File: config.mk
export PLATFORM = sky130hd
export DESIGN_NAME = pll_clock_source_config
export DESIGN_NICKNAME = d
export VERILOG_FILES = /design/src/pll_cfg_pkg.sv /design/src/pll_clock_source_config.sv /design/src/edge_sync.sv /design/src/pfd_core.sv
export SDC_FILE = /design/constraint.sdc
export NUM_CORES = 1
export LEC_CHECK = 0
export ABC_AREA = 1
export BUFFER_PORTS_ARGS = -buffer_cell sky130_fd_sc_hd__buf_2
export CAP_MARGIN = 5
export CORE_MARGIN = 4
export CORE_UTILIZATION = 25
export DETAILED_ROUTE_END_ITERATION = 7
export PLACE_DENSITY = 0.53
export SYNTH_ARGS = -nofsm -noshare
export SYNTH_HDL_FRONTEND = slang
export SYNTH_HIERARCHICAL = 1
export SYNTH_SLANG_ARGS = --single-unit
File: constraint.sdc
create_clock -name sys_clk -period 1.7 [get_ports sys_clk]
set_input_delay 0.17 -clock sys_clk [delete_from_list [all_inputs] [get_ports sys_clk]]
set_output_delay 0.17 -clock sys_clk [all_outputs]
set_load 0.02 [all_outputs]
File: src/pll_cfg_pkg.sv
// Register map, field layout and reset values for the clock source block
package pll_cfg_pkg;
   localparam logic [9:0] power_pump_offset     = 10'h010;
   localparam logic [9:0] antibacklash_offset   = 10'h017;
   localparam logic [9:0] vco_cal_offset        = 10'h018;
   localparam logic [9:0] pump_current_offset   = 10'h019;
   localparam logic [9:0] source_select_offset  = 10'h1e1;
   localparam logic [9:0] update_strobe_offset  = 10'h232;
   localparam logic [9:0] loop_status_offset    = 10'h1f0;

   localparam int power_lsb      = 0;
   localparam int power_msb      = 1;
   localparam int pump_mode_lsb  = 4;
   localparam int pump_mode_msb  = 6;
   localparam int polarity_bit   = 7;
   localparam int bypass_bit     = 0;
   localparam int vco_select_bit = 1;
   localparam int cal_start_bit  = 0;
   localparam int update_bit     = 0;

   localparam logic [1:0] power_normal = 2'h0;
   localparam logic [1:0] power_async_down = 2'h1;

   localparam logic [2:0] pump_hiz       = 3'h0;
   localparam logic [2:0] pump_force_up  = 3'h1;
   localparam logic [2:0] pump_force_dn  = 3'h2;
   localparam logic [2:0] pump_normal    = 3'h3;

   localparam logic [7:0] power_pump_reset    = 8'h01;
   localparam logic [7:0] antibacklash_reset  = 8'h00;
   localparam logic [7:0] vco_cal_reset       = 8'h00;
   localparam logic [7:0] pump_current_reset  = 8'h07;
   localparam logic [7:0] source_select_reset = 8'h00;
   localparam logic [7:0] update_value        = 8'h01;

   // Antibacklash widths in system clock cycles per field code
   localparam logic [3:0] abl_width_0 = 4'h2;
   localparam logic [3:0] abl_width_1 = 4'h1;
   localparam logic [3:0] abl_width_2 = 4'h3;
   localparam logic [3:0] abl_width_3 = 4'h2;
endpackage : pll_cfg_pkg

File: src/pll_clock_source_config.sv
// Staged register file, clock routing and charge pump control
`timescale 1ns/1ps
module pll_clock_source_config
import pll_cfg_pkg::*;
(
   // Clock and reset
   input  wire logic       sys_clk,
   input  wire logic       reset,
   // Register port
   input  wire logic [9:0] reg_addr,
   input  wire logic [7:0] reg_wdata,
   input  wire logic       reg_write,
   input  wire logic       reg_read,
   output logic      [7:0] reg_rdata,
   // Divider edges from outside the clock domain
   input  wire logic       ref_div_in,
   input  wire logic       fb_div_in,
   // Analogue control
   output logic            pll_power_down,
   output logic            divider_bypass,
   output logic            internal_vco_select,
   output logic            charge_pump_up,
   output logic            charge_pump_down,
   output logic            charge_pump_hiz,
   output logic      [2:0] charge_pump_current,
   output logic            vco_cal_start
);
   // Staged copies written by software
   logic [7:0] st_power_pump;
   logic [7:0] st_abl;
   logic [7:0] st_cal;
   logic [7:0] st_current;
   logic [7:0] st_source;
   // Active copies steering the logic
   logic [7:0] act_power_pump;
   logic [7:0] act_abl;
   logic [7:0] act_cal;
   logic [7:0] act_current;
   logic [7:0] act_source;
   logic       update_pending;
   logic       cal_armed;
   logic       ref_rise;
   logic       fb_rise;
   logic       ref_level;
   logic       fb_level;
   logic       det_up;
   logic       det_down;
   logic       up_sense;
   logic       dn_sense;
   logic [1:0] act_power;
   logic [2:0] act_mode;
   logic       polarity_neg;

   edge_sync ref_sync
   (
      .sys_clk  (sys_clk),
      .reset    (reset),
      .async_in (ref_div_in),
      .level    (ref_level),
      .rise     (ref_rise)
   );

   edge_sync fb_sync
   (
      .sys_clk  (sys_clk),
      .reset    (reset),
      .async_in (fb_div_in),
      .level    (fb_level),
      .rise     (fb_rise)
   );

   // Staged register writes
   always_ff @(posedge sys_clk)
   begin
      if (reset)
      begin
         st_power_pump <= power_pump_reset;
         st_abl        <= antibacklash_reset;
         st_cal        <= vco_cal_reset;
         st_current    <= pump_current_reset;
         st_source     <= source_select_reset;
      end
      else if (reg_write)
      begin
         unique case (reg_addr)
            power_pump_offset:    st_power_pump <= reg_wdata;
            antibacklash_offset:  st_abl        <= reg_wdata;
            vco_cal_offset:       st_cal        <= reg_wdata;
            pump_current_offset:  st_current    <= reg_wdata;
            source_select_offset: st_source     <= reg_wdata;
            default:              ;
         endcase
      end
   end

   // Update strobe: only 0x01 arms, the bit drops once transfer is done
   always_ff @(posedge sys_clk)
   begin
      if (reset)
         update_pending <= 1'b0;
      else if (reg_write && reg_addr == update_strobe_offset
               && reg_wdata == update_value)
         update_pending <= 1'b1;
      else
         update_pending <= 1'b0;
   end

   // Transfer staged to active one cycle after the update write
   always_ff @(posedge sys_clk)
   begin
      if (reset)
      begin
         act_power_pump <= power_pump_reset;
         act_abl        <= antibacklash_reset;
         act_cal        <= vco_cal_reset;
         act_current    <= pump_current_reset;
         act_source     <= source_select_reset;
      end
      else if (update_pending)
      begin
         act_power_pump <= st_power_pump;
         act_abl        <= st_abl;
         act_cal        <= st_cal;
         act_current    <= st_current;
         act_source     <= st_source;
      end
   end

   assign act_power    = act_power_pump[power_msb:power_lsb];
   assign act_mode     = act_power_pump[pump_mode_msb:pump_mode_lsb];
   assign polarity_neg = act_power_pump[polarity_bit];

   // Calibration starts on a 0 to 1 transfer of the active bit only;
   // software must clear and update before the next run
   always_ff @(posedge sys_clk)
   begin
      if (reset)
      begin
         cal_armed     <= 1'b1;
         vco_cal_start <= 1'b0;
      end
      else
      begin
         vco_cal_start <= 1'b0;
         if (!act_cal[cal_start_bit])
            cal_armed <= 1'b1;
         else if (cal_armed)
         begin
            cal_armed     <= 1'b0;
            vco_cal_start <= 1'b1;
         end
      end
   end

   pfd_core detector
   (
      .sys_clk  (sys_clk),
      .reset    (reset),
      .ref_rise (ref_rise),
      .fb_rise  (fb_rise),
      .abl_sel  (act_abl[1:0]),
      .up       (det_up),
      .down     (det_down)
   );

   // Polarity swaps sense only for an external oscillator
   always_comb
   begin
      if (polarity_neg && !act_source[vco_select_bit])
      begin
         up_sense = det_down;
         dn_sense = det_up;
      end
      else
      begin
         up_sense = det_up;
         dn_sense = det_down;
      end
   end

   // Analogue controls registered from the active set
   always_ff @(posedge sys_clk)
   begin
      if (reset)
      begin
         pll_power_down      <= 1'b1;
         divider_bypass      <= 1'b0;
         internal_vco_select <= 1'b0;
         charge_pump_current <= pump_current_reset[2:0];
      end
      else
      begin
         pll_power_down      <= act_power != power_normal;
         divider_bypass      <= act_source[bypass_bit];
         internal_vco_select <= act_source[vco_select_bit];
         charge_pump_current <= act_current[2:0];
      end
   end

   // Pump drive; powered down PLL leaves the pump floating
   always_ff @(posedge sys_clk)
   begin
      if (reset)
      begin
         charge_pump_up   <= 1'b0;
         charge_pump_down <= 1'b0;
         charge_pump_hiz  <= 1'b1;
      end
      else if (act_power != power_normal)
      begin
         charge_pump_up   <= 1'b0;
         charge_pump_down <= 1'b0;
         charge_pump_hiz  <= 1'b1;
      end
      else
      begin
         unique case (act_mode)
            pump_normal:
            begin
               charge_pump_up   <= up_sense;
               charge_pump_down <= dn_sense;
               charge_pump_hiz  <= 1'b0;
            end
            pump_force_up:
            begin
               charge_pump_up   <= 1'b1;
               charge_pump_down <= 1'b0;
               charge_pump_hiz  <= 1'b0;
            end
            pump_force_dn:
            begin
               charge_pump_up   <= 1'b0;
               charge_pump_down <= 1'b1;
               charge_pump_hiz  <= 1'b0;
            end
            default:
            begin
               charge_pump_up   <= 1'b0;
               charge_pump_down <= 1'b0;
               charge_pump_hiz  <= 1'b1;
            end
         endcase
      end
   end

   // Reads return staged values, the strobe its pending bit; status shows live divider levels
   always_ff @(posedge sys_clk)
   begin
      if (reset)
         reg_rdata <= 8'h00;
      else if (reg_read)
      begin
         unique case (reg_addr)
            power_pump_offset:    reg_rdata <= st_power_pump;
            antibacklash_offset:  reg_rdata <= st_abl;
            vco_cal_offset:       reg_rdata <= st_cal;
            pump_current_offset:  reg_rdata <= st_current;
            source_select_offset: reg_rdata <= st_source;
            update_strobe_offset: reg_rdata <= {7'h00, update_pending};
            loop_status_offset:
               reg_rdata <= {4'h0, det_down, det_up, fb_level, ref_level};
            default:              reg_rdata <= 8'h00;
         endcase
      end
      else
         reg_rdata <= 8'h00;
   end
endmodule : pll_clock_source_config

File: src/edge_sync.sv
// Two-stage synchroniser with rising edge detect
`timescale 1ns/1ps
module edge_sync
(
   // Clock and reset
   input  wire logic sys_clk,
   input  wire logic reset,
   // Signal
   input  wire logic async_in,
   output logic      level,
   output logic      rise
);
   logic meta;
   logic prev;

   always_ff @(posedge sys_clk)
   begin
      if (reset)
      begin
         meta  <= 1'b0;
         level <= 1'b0;
         prev  <= 1'b0;
      end
      else
      begin
         meta  <= async_in;
         level <= meta;
         prev  <= level;
      end
   end

   assign rise = level & ~prev;
endmodule : edge_sync

File: src/pfd_core.sv
// Phase frequency detector with programmable antibacklash overlap
`timescale 1ns/1ps
module pfd_core
import pll_cfg_pkg::*;
(
   // Clock and reset
   input  wire logic       sys_clk,
   input  wire logic       reset,
   // Divider edges and settings
   input  wire logic       ref_rise,
   input  wire logic       fb_rise,
   input  wire logic [1:0] abl_sel,
   // Detector outputs
   output logic            up,
   output logic            down
);
   logic       up_st;
   logic       dn_st;
   logic [3:0] abl_count;
   logic [3:0] abl_len;

   always_comb
   begin
      unique case (abl_sel)
         2'h0: abl_len = abl_width_0;
         2'h1: abl_len = abl_width_1;
         2'h2: abl_len = abl_width_2;
         2'h3: abl_len = abl_width_3;
      endcase
   end

   // Both flops set means the edges met; hold both for the overlap then clear
   always_ff @(posedge sys_clk)
   begin
      if (reset)
      begin
         up_st     <= 1'b0;
         dn_st     <= 1'b0;
         abl_count <= 4'h0;
      end
      else if (up_st && dn_st)
      begin
         if (abl_count >= abl_len)
         begin
            up_st     <= ref_rise;
            dn_st     <= fb_rise;
            abl_count <= 4'h0;
         end
         else
            abl_count <= abl_count + 4'h1;
      end
      else
      begin
         up_st <= up_st | ref_rise;
         dn_st <= dn_st | fb_rise;
      end
   end

   assign up   = up_st;
   assign down = dn_st;
endmodule : pfd_core

=== Word level (Yosys, flattened, before mapping) ===
Index checks and enable logic that the tools add are counted.

* Bits in registers: 88
* Word-level logic and storage cells: 87

* $add $sub $neg: 1
* Reductions and logical operators: 17
* $lt $le $gt $ge: 1
* Mux-type cells: 15
* Bitwise logic cells: 8
* Eq/ne operators: 15

{| class="wikitable"
|+ Operators with widths
! kind !! count
|-
| $pmux 8 s7 || 1
|-
| $eq 10x5->1 const B || 4
|-
| $eq 10x9->1 const B || 2
|-
| $pmux 4 s3 || 1
|-
| $eq 10x10->1 const B || 1
|-
| $mux 1 || 10
|-
| $reduce_and 2->1 || 5
|-
| $eq 8x1->1 const B || 1
|-
| $reduce_or 2->1 || 4
|-
| $eq 3x2->1 const B || 2
|-
| $add 4x1->4 const B || 1
|-
| $eq 2x2->1 const B || 2
|-
| $ge 4x4->1 || 1
|-
| $logic_and 1x1->1 || 4
|-
| $mux 4 || 1
|-
| $not 1->1 || 4
|-
| $pmux 1 s2 || 2
|-
| $eq 3x1->1 const B || 1
|-
| $reduce_or 3->1 || 1
|-
| $and 1x1->1 || 2
|-
| $eq 2x1->1 const B || 1
|-
| $logic_not 2->1 || 1
|-
| $ne 2x2->1 const B || 1
|-
| $or 1x1->1 || 2
|-
| 2 further kinds || 2
|}

=== Depth between registers and ports, before layout ===
* Depth in word-level cells: 6
* Depth in mapped cells: 10

=== Modules after synthesis ===
The synthesis kept the hierarchy.

{| class="wikitable"
|+ By module, submodules not included
! module !! area each (um^2) !! cells each !! times used !! sequential area each (um^2)
|-
| pll_clock_source_config || 3218.1 || 427 || 1 || 1481.4
|-
| pfd_core || 299.0 || 34 || 1 || 120.1
|-
| edge_sync || 86.3 || 10 || 2 || 60.1
|}

=== Worst setup path before layout ===
No wires, ideal clock.

* Path type: register to register
* Start point: register act_abl[1]
* End point: register detector.dn_st, in the netlist detector/down
* Arrival: 1214 ps
* Path buffers: 0
* Setup slack: 416 ps
* Period minus slack after synthesis: 1284 ps
* Setup time: 70 ps
* Stages on the path, launching flop included: 10
* Cells stage by stage: dfxtp_1 -> inv_1 -> ha_1 -> inv_1 -> ha_1 -> inv_1 -> nand2_1 -> nand2_2 -> nand3_2 -> a21oi_1

* Word-level cells in the longest chain between the ends: 5
* Elaborated cells between the ends (all ways): 8
* Those cells by class: order compare (1); eq/ne (4); mux (1); reduce/logical (2)

{| class="wikitable"
|+ RTL lines
! element !! RTL line !! source
|-
| from (decl) || pll_clock_source_config.sv:36 || <nowiki>logic [7:0] act_abl;</nowiki>
|-
| from (signal assigned) || pll_clock_source_config.sv:114 || <nowiki>act_abl <= antibacklash_reset;</nowiki>
|-
| from (signal assigned) || pll_clock_source_config.sv:122 || <nowiki>act_abl <= st_abl;</nowiki>
|-
| $eq 2x2->1 / $logic_not 2->1 (equally long branches) || pfd_core.sv:24 || <nowiki>unique case (abl_sel)</nowiki>
|-
| $reduce_or 2->1 (no source line) || n/a ||
|-
| $pmux 4 s3 (*) || pfd_core.sv:24 ||
|-
| $ge 4x4->1 (*) || pfd_core.sv:43 || <nowiki>if (abl_count >= abl_len)</nowiki>
|-
| $ne 2x2->1 (no source line) (*) || n/a ||
|-
| to (signal assigned) || pfd_core.sv:46 || <nowiki>dn_st <= fb_rise;</nowiki>
|-
| to (signal assigned) || pfd_core.sv:55 || <nowiki>dn_st <= dn_st | fb_rise;</nowiki>
|-
| to (decl) || pfd_core.sv:18 || <nowiki>logic dn_st;</nowiki>
|}

Mark *: on every way between the ends. The rest lies on a longest branch, timed or not. The select of a mux whose other input is x is not followed.
A chain may end at the register's enable or synchronous reset.

=== Worst setup path in the final report ===
* Start point: register act_abl[1]
* End point: register detector.up_st, in the netlist detector/up

* Word-level cells in the longest chain between the ends: 5
* Elaborated cells between the ends (all ways): 8
* Those cells by class: order compare (1); eq/ne (4); mux (1); reduce/logical (2)

{| class="wikitable"
|+ RTL lines
! element !! RTL line !! source
|-
| $eq 2x2->1 / $logic_not 2->1 (equally long branches) || pfd_core.sv:24 ||
|-
| $reduce_or 2->1 (no source line) || n/a ||
|-
| $pmux 4 s3 (*) || pfd_core.sv:24 ||
|-
| $ge 4x4->1 (*) || pfd_core.sv:43 ||
|-
| $ne 2x2->1 (no source line) (*) || n/a ||
|-
| to (signal assigned) || pfd_core.sv:45 || <nowiki>up_st <= ref_rise;</nowiki>
|-
| to (signal assigned) || pfd_core.sv:54 || <nowiki>up_st <= up_st | ref_rise;</nowiki>
|-
| to (decl) || pfd_core.sv:17 || <nowiki>logic up_st;</nowiki>
|}

Marked as above.

==> out/metrics.cfg <==
[outcome]
status=finished, final reports clean

[worst_hold_path]
hold_path_class=input port to flop
hold_depth=3
min_to=ref_sync/meta
worstHoldStart=ref_div_in

[pwr]
intPower_mw=3.34
switching_power_mw=0.972
powerDensity_nw_per_um2=979
power_leakage_nw=1.87
vdd_drop_max_uv=531
seqPwrFrac_pct=47.1
combPwrFrac_pct=4.6
pwr-share-clk_pct=48.3
p_sw_share_pct=22.5

[synth]
ys_ff_latch=86
synth_area_sq_um=3690
yosys.area.top_type=dfxtp_1
synth_edf_count=0
yosysTopAreaCellShare_pct=46.7
async_flop_share_pct=0
synth_area_leaders=dfxtp_1, nor2_1, nand2_1, inv_1, o21ai_0
synthDistinctLibCells=33
syn-instance-count=481
syn_nets=509
yosysWarnings=6
avgSynthCellArea_sq_um=7.67
seq_area_frac_synth_pct=46.7
synthFlopType=dfxtp_1

[worst_setup_path]
cp-end-kind=flop
crit_path_cell_trace=inv_1, ha_1, inv_1, ha_1, inv_1, nand2_1, nand2_2, nand3_2, a21oi_1
reg2reg_from=act_abl[1]
r2r_slack_ns=0.28
timing.critical_path.mode_cell=inv_1
cp_slowest_cell=dfxtp_1
rr_worst_depth=9
cp.required_ns=1.98
path_class=flop to flop
max_stage_delay_ns=0.33
cp_data_arrival_time_ns=1.70
cp_top_family=adder cells
timing.critical_path.buf_inv=3
r2r_end=detector/up
cp-start-kind=flop
cp_max_fo=3

[grt]
grt_antenna_before_repair=1
gr-usage-all-layers_pct=12.3
grt_pass1_vias=3044
grt-ovfl-total=0
grt_pass1_wl_mm=15.9
grt_max_degree=50

[sta]
hold_violations=0
tns_ns=0
max_slew_margin_pct=77.7
clock_skew_ns=0.00698
slew_violations=0
whs_ns=0.0258
finalSetupViolCount=0
tightest_slew_ns=0.333
fin_crit_ns=1.42
fin_crit_sh_pct=83.5
rsz0062_at_grt=no
fmax_mhz=704

[cts]
clock_path_buffers=2
clk_pin_slew_ns=0.06
clkLatencyLatePin_ns=0.35
cts_resized=0
numCtsBuffers=9
cts_setup_buffers=0
htreeDepth=3
cts_tree=yes
cts.sinks=86
cts_hold_buf=0
cts_root_buf=clkbuf_16

[placed_design]
placed_area_sq_um=4090
dpl.hpwl_mm=7.59
portBuffers=41
place.gp.congestion=0.888

[cells_and_area]
layout_commonest_cell=dfxtp_1
area_growth_pct=19.4
final_area_sq_um=4410
antenna_cells=0
layout_common_cells=dfxtp_1, nor2_1, nand2_1, inv_1, o21ai_0
nets=553
drive_above_1_share_pct=18.7

[die]
start_util_pct=25.5
die_area_sq_um=16800
num_io_pins=42
die_h_microns=129
core_sq_um=14500
die_w_microns=129
num_rows=44

[run]
max_cap_viol_count=0

[detailed_routing]
ant_nets=0
routed_wirelength_mm=9.93
drt-initial-drc-count=206
wire_per_inst_microns=13.9
dr.pass1.iters=4
viasPerCell=4.43
drc_errors=0
vias=3162

[worst max path at each step]
stage	startpoint	to	slack, ns	cells past startpoint
final	act_abl[1]	detector/up	0.28	9
after global placement	reg_addr[8]	reg_rdata[1]	0.22	11
after detailed placement	reg_addr[9]	st_power_pump[5]	0.18	7
after floorplan	act_abl[1]	detector/down	0.42	9
after CTS	act_abl[1]	detector/up	0.27	9
after global routing	act_abl[1]	detector/down	0.14	9
[power by group through the flow]
stage               clock [mW]  combinational, mW  sequential [mW]
floorplan                    0              0.106             2.07
global placement             0              0.194             2.08
detailed placement           0              0.198             2.08
CTS                       2.13              0.199             2.03
global route              2.21              0.219             2.03
finish                    2.09              0.198             2.03
[tightest hold or removal path: stages]
cell	delay (ns)
buf_2	0.07
inv_1	0.03
nor2_1	0.06
[registers in the layout (all words and copies together) (netlist names), 2 cells and up]
name and count:
act_abl 2, act_current 3, act_power_pump 6, act_source 2, charge_pump_current 3, detector/abl_count 4, reg_rdata 8, st_abl 8
st_cal 8, st_current 8, st_power_pump 8, st_source 8
[layout make-up]
class | instances | area, sq um
clock inverter | 4 | 53.8
timing repair buffer | 48 | 270
tap | 184 | 230
inverter | 64 | 240
multi-input combinational | 316 | 1620
fill | 1532 | 10100
sequential | 86 | 1720
clock buffer | 12 | 267
[stage by stage]
step | util, % | power [mW] | worst slack, ns | instances
6_report | 30.4 | 4.32 | 0.280 | 714
3_3_place_gp | 28.2 | 2.27 | 0.217 | 698
3_5_place_dp | 28.2 | 2.28 | 0.179 | 698
4_1_cts | 30.4 | 4.36 | 0.268 | 714
2_1_floorplan | - | 2.18 | 0.416 | 481
5_1_grt | 30.4 | 4.46 | 0.137 | 714
[synthesized netlist by cell type (3+ instances only)]
cell type,number
nand3_1,22
o21ai_0,45
nand3_2,5
a21oi_1,44
nor2_1,71
nand4_1,12
nand2_1,68
clkbuf_1,6
o21ai_1,6
nor2_4,9
ha_1,4
nand2_2,8
inv_1,61
buf_6,6
nor2_2,3
dfxtp_1,86
[metal layers]
metal | global-route usage (%) | share of wire [%] | wire length, microns
met1 | 15.8 | 46 | 4560
met2 | 19.5 | 45 | 4490
met3 | 3.22 | 6.1 | 605
met4 | 5.68 | 2.5 | 250
met5 | 0 | 0.13 | 13
[cells by family (layout without fill, tap and decap cells)]
| logic type | Yosys count | in the layout | share of synthesized area, % |
|---|---|---|---|
| AND/OR/NAND/NOR | 205 | 205 | 26.9 |
| buffers and inverters | 79 | 128 | 9.32 |
| AO/OA/AOI/OAI | 107 | 107 | 15.7 |
| adder cells (fa/ha/maj) | 4 | 4 | 1.36 |
| flip-flops | 86 | 86 | 46.7 |
(Power assumes the default switching activity.)
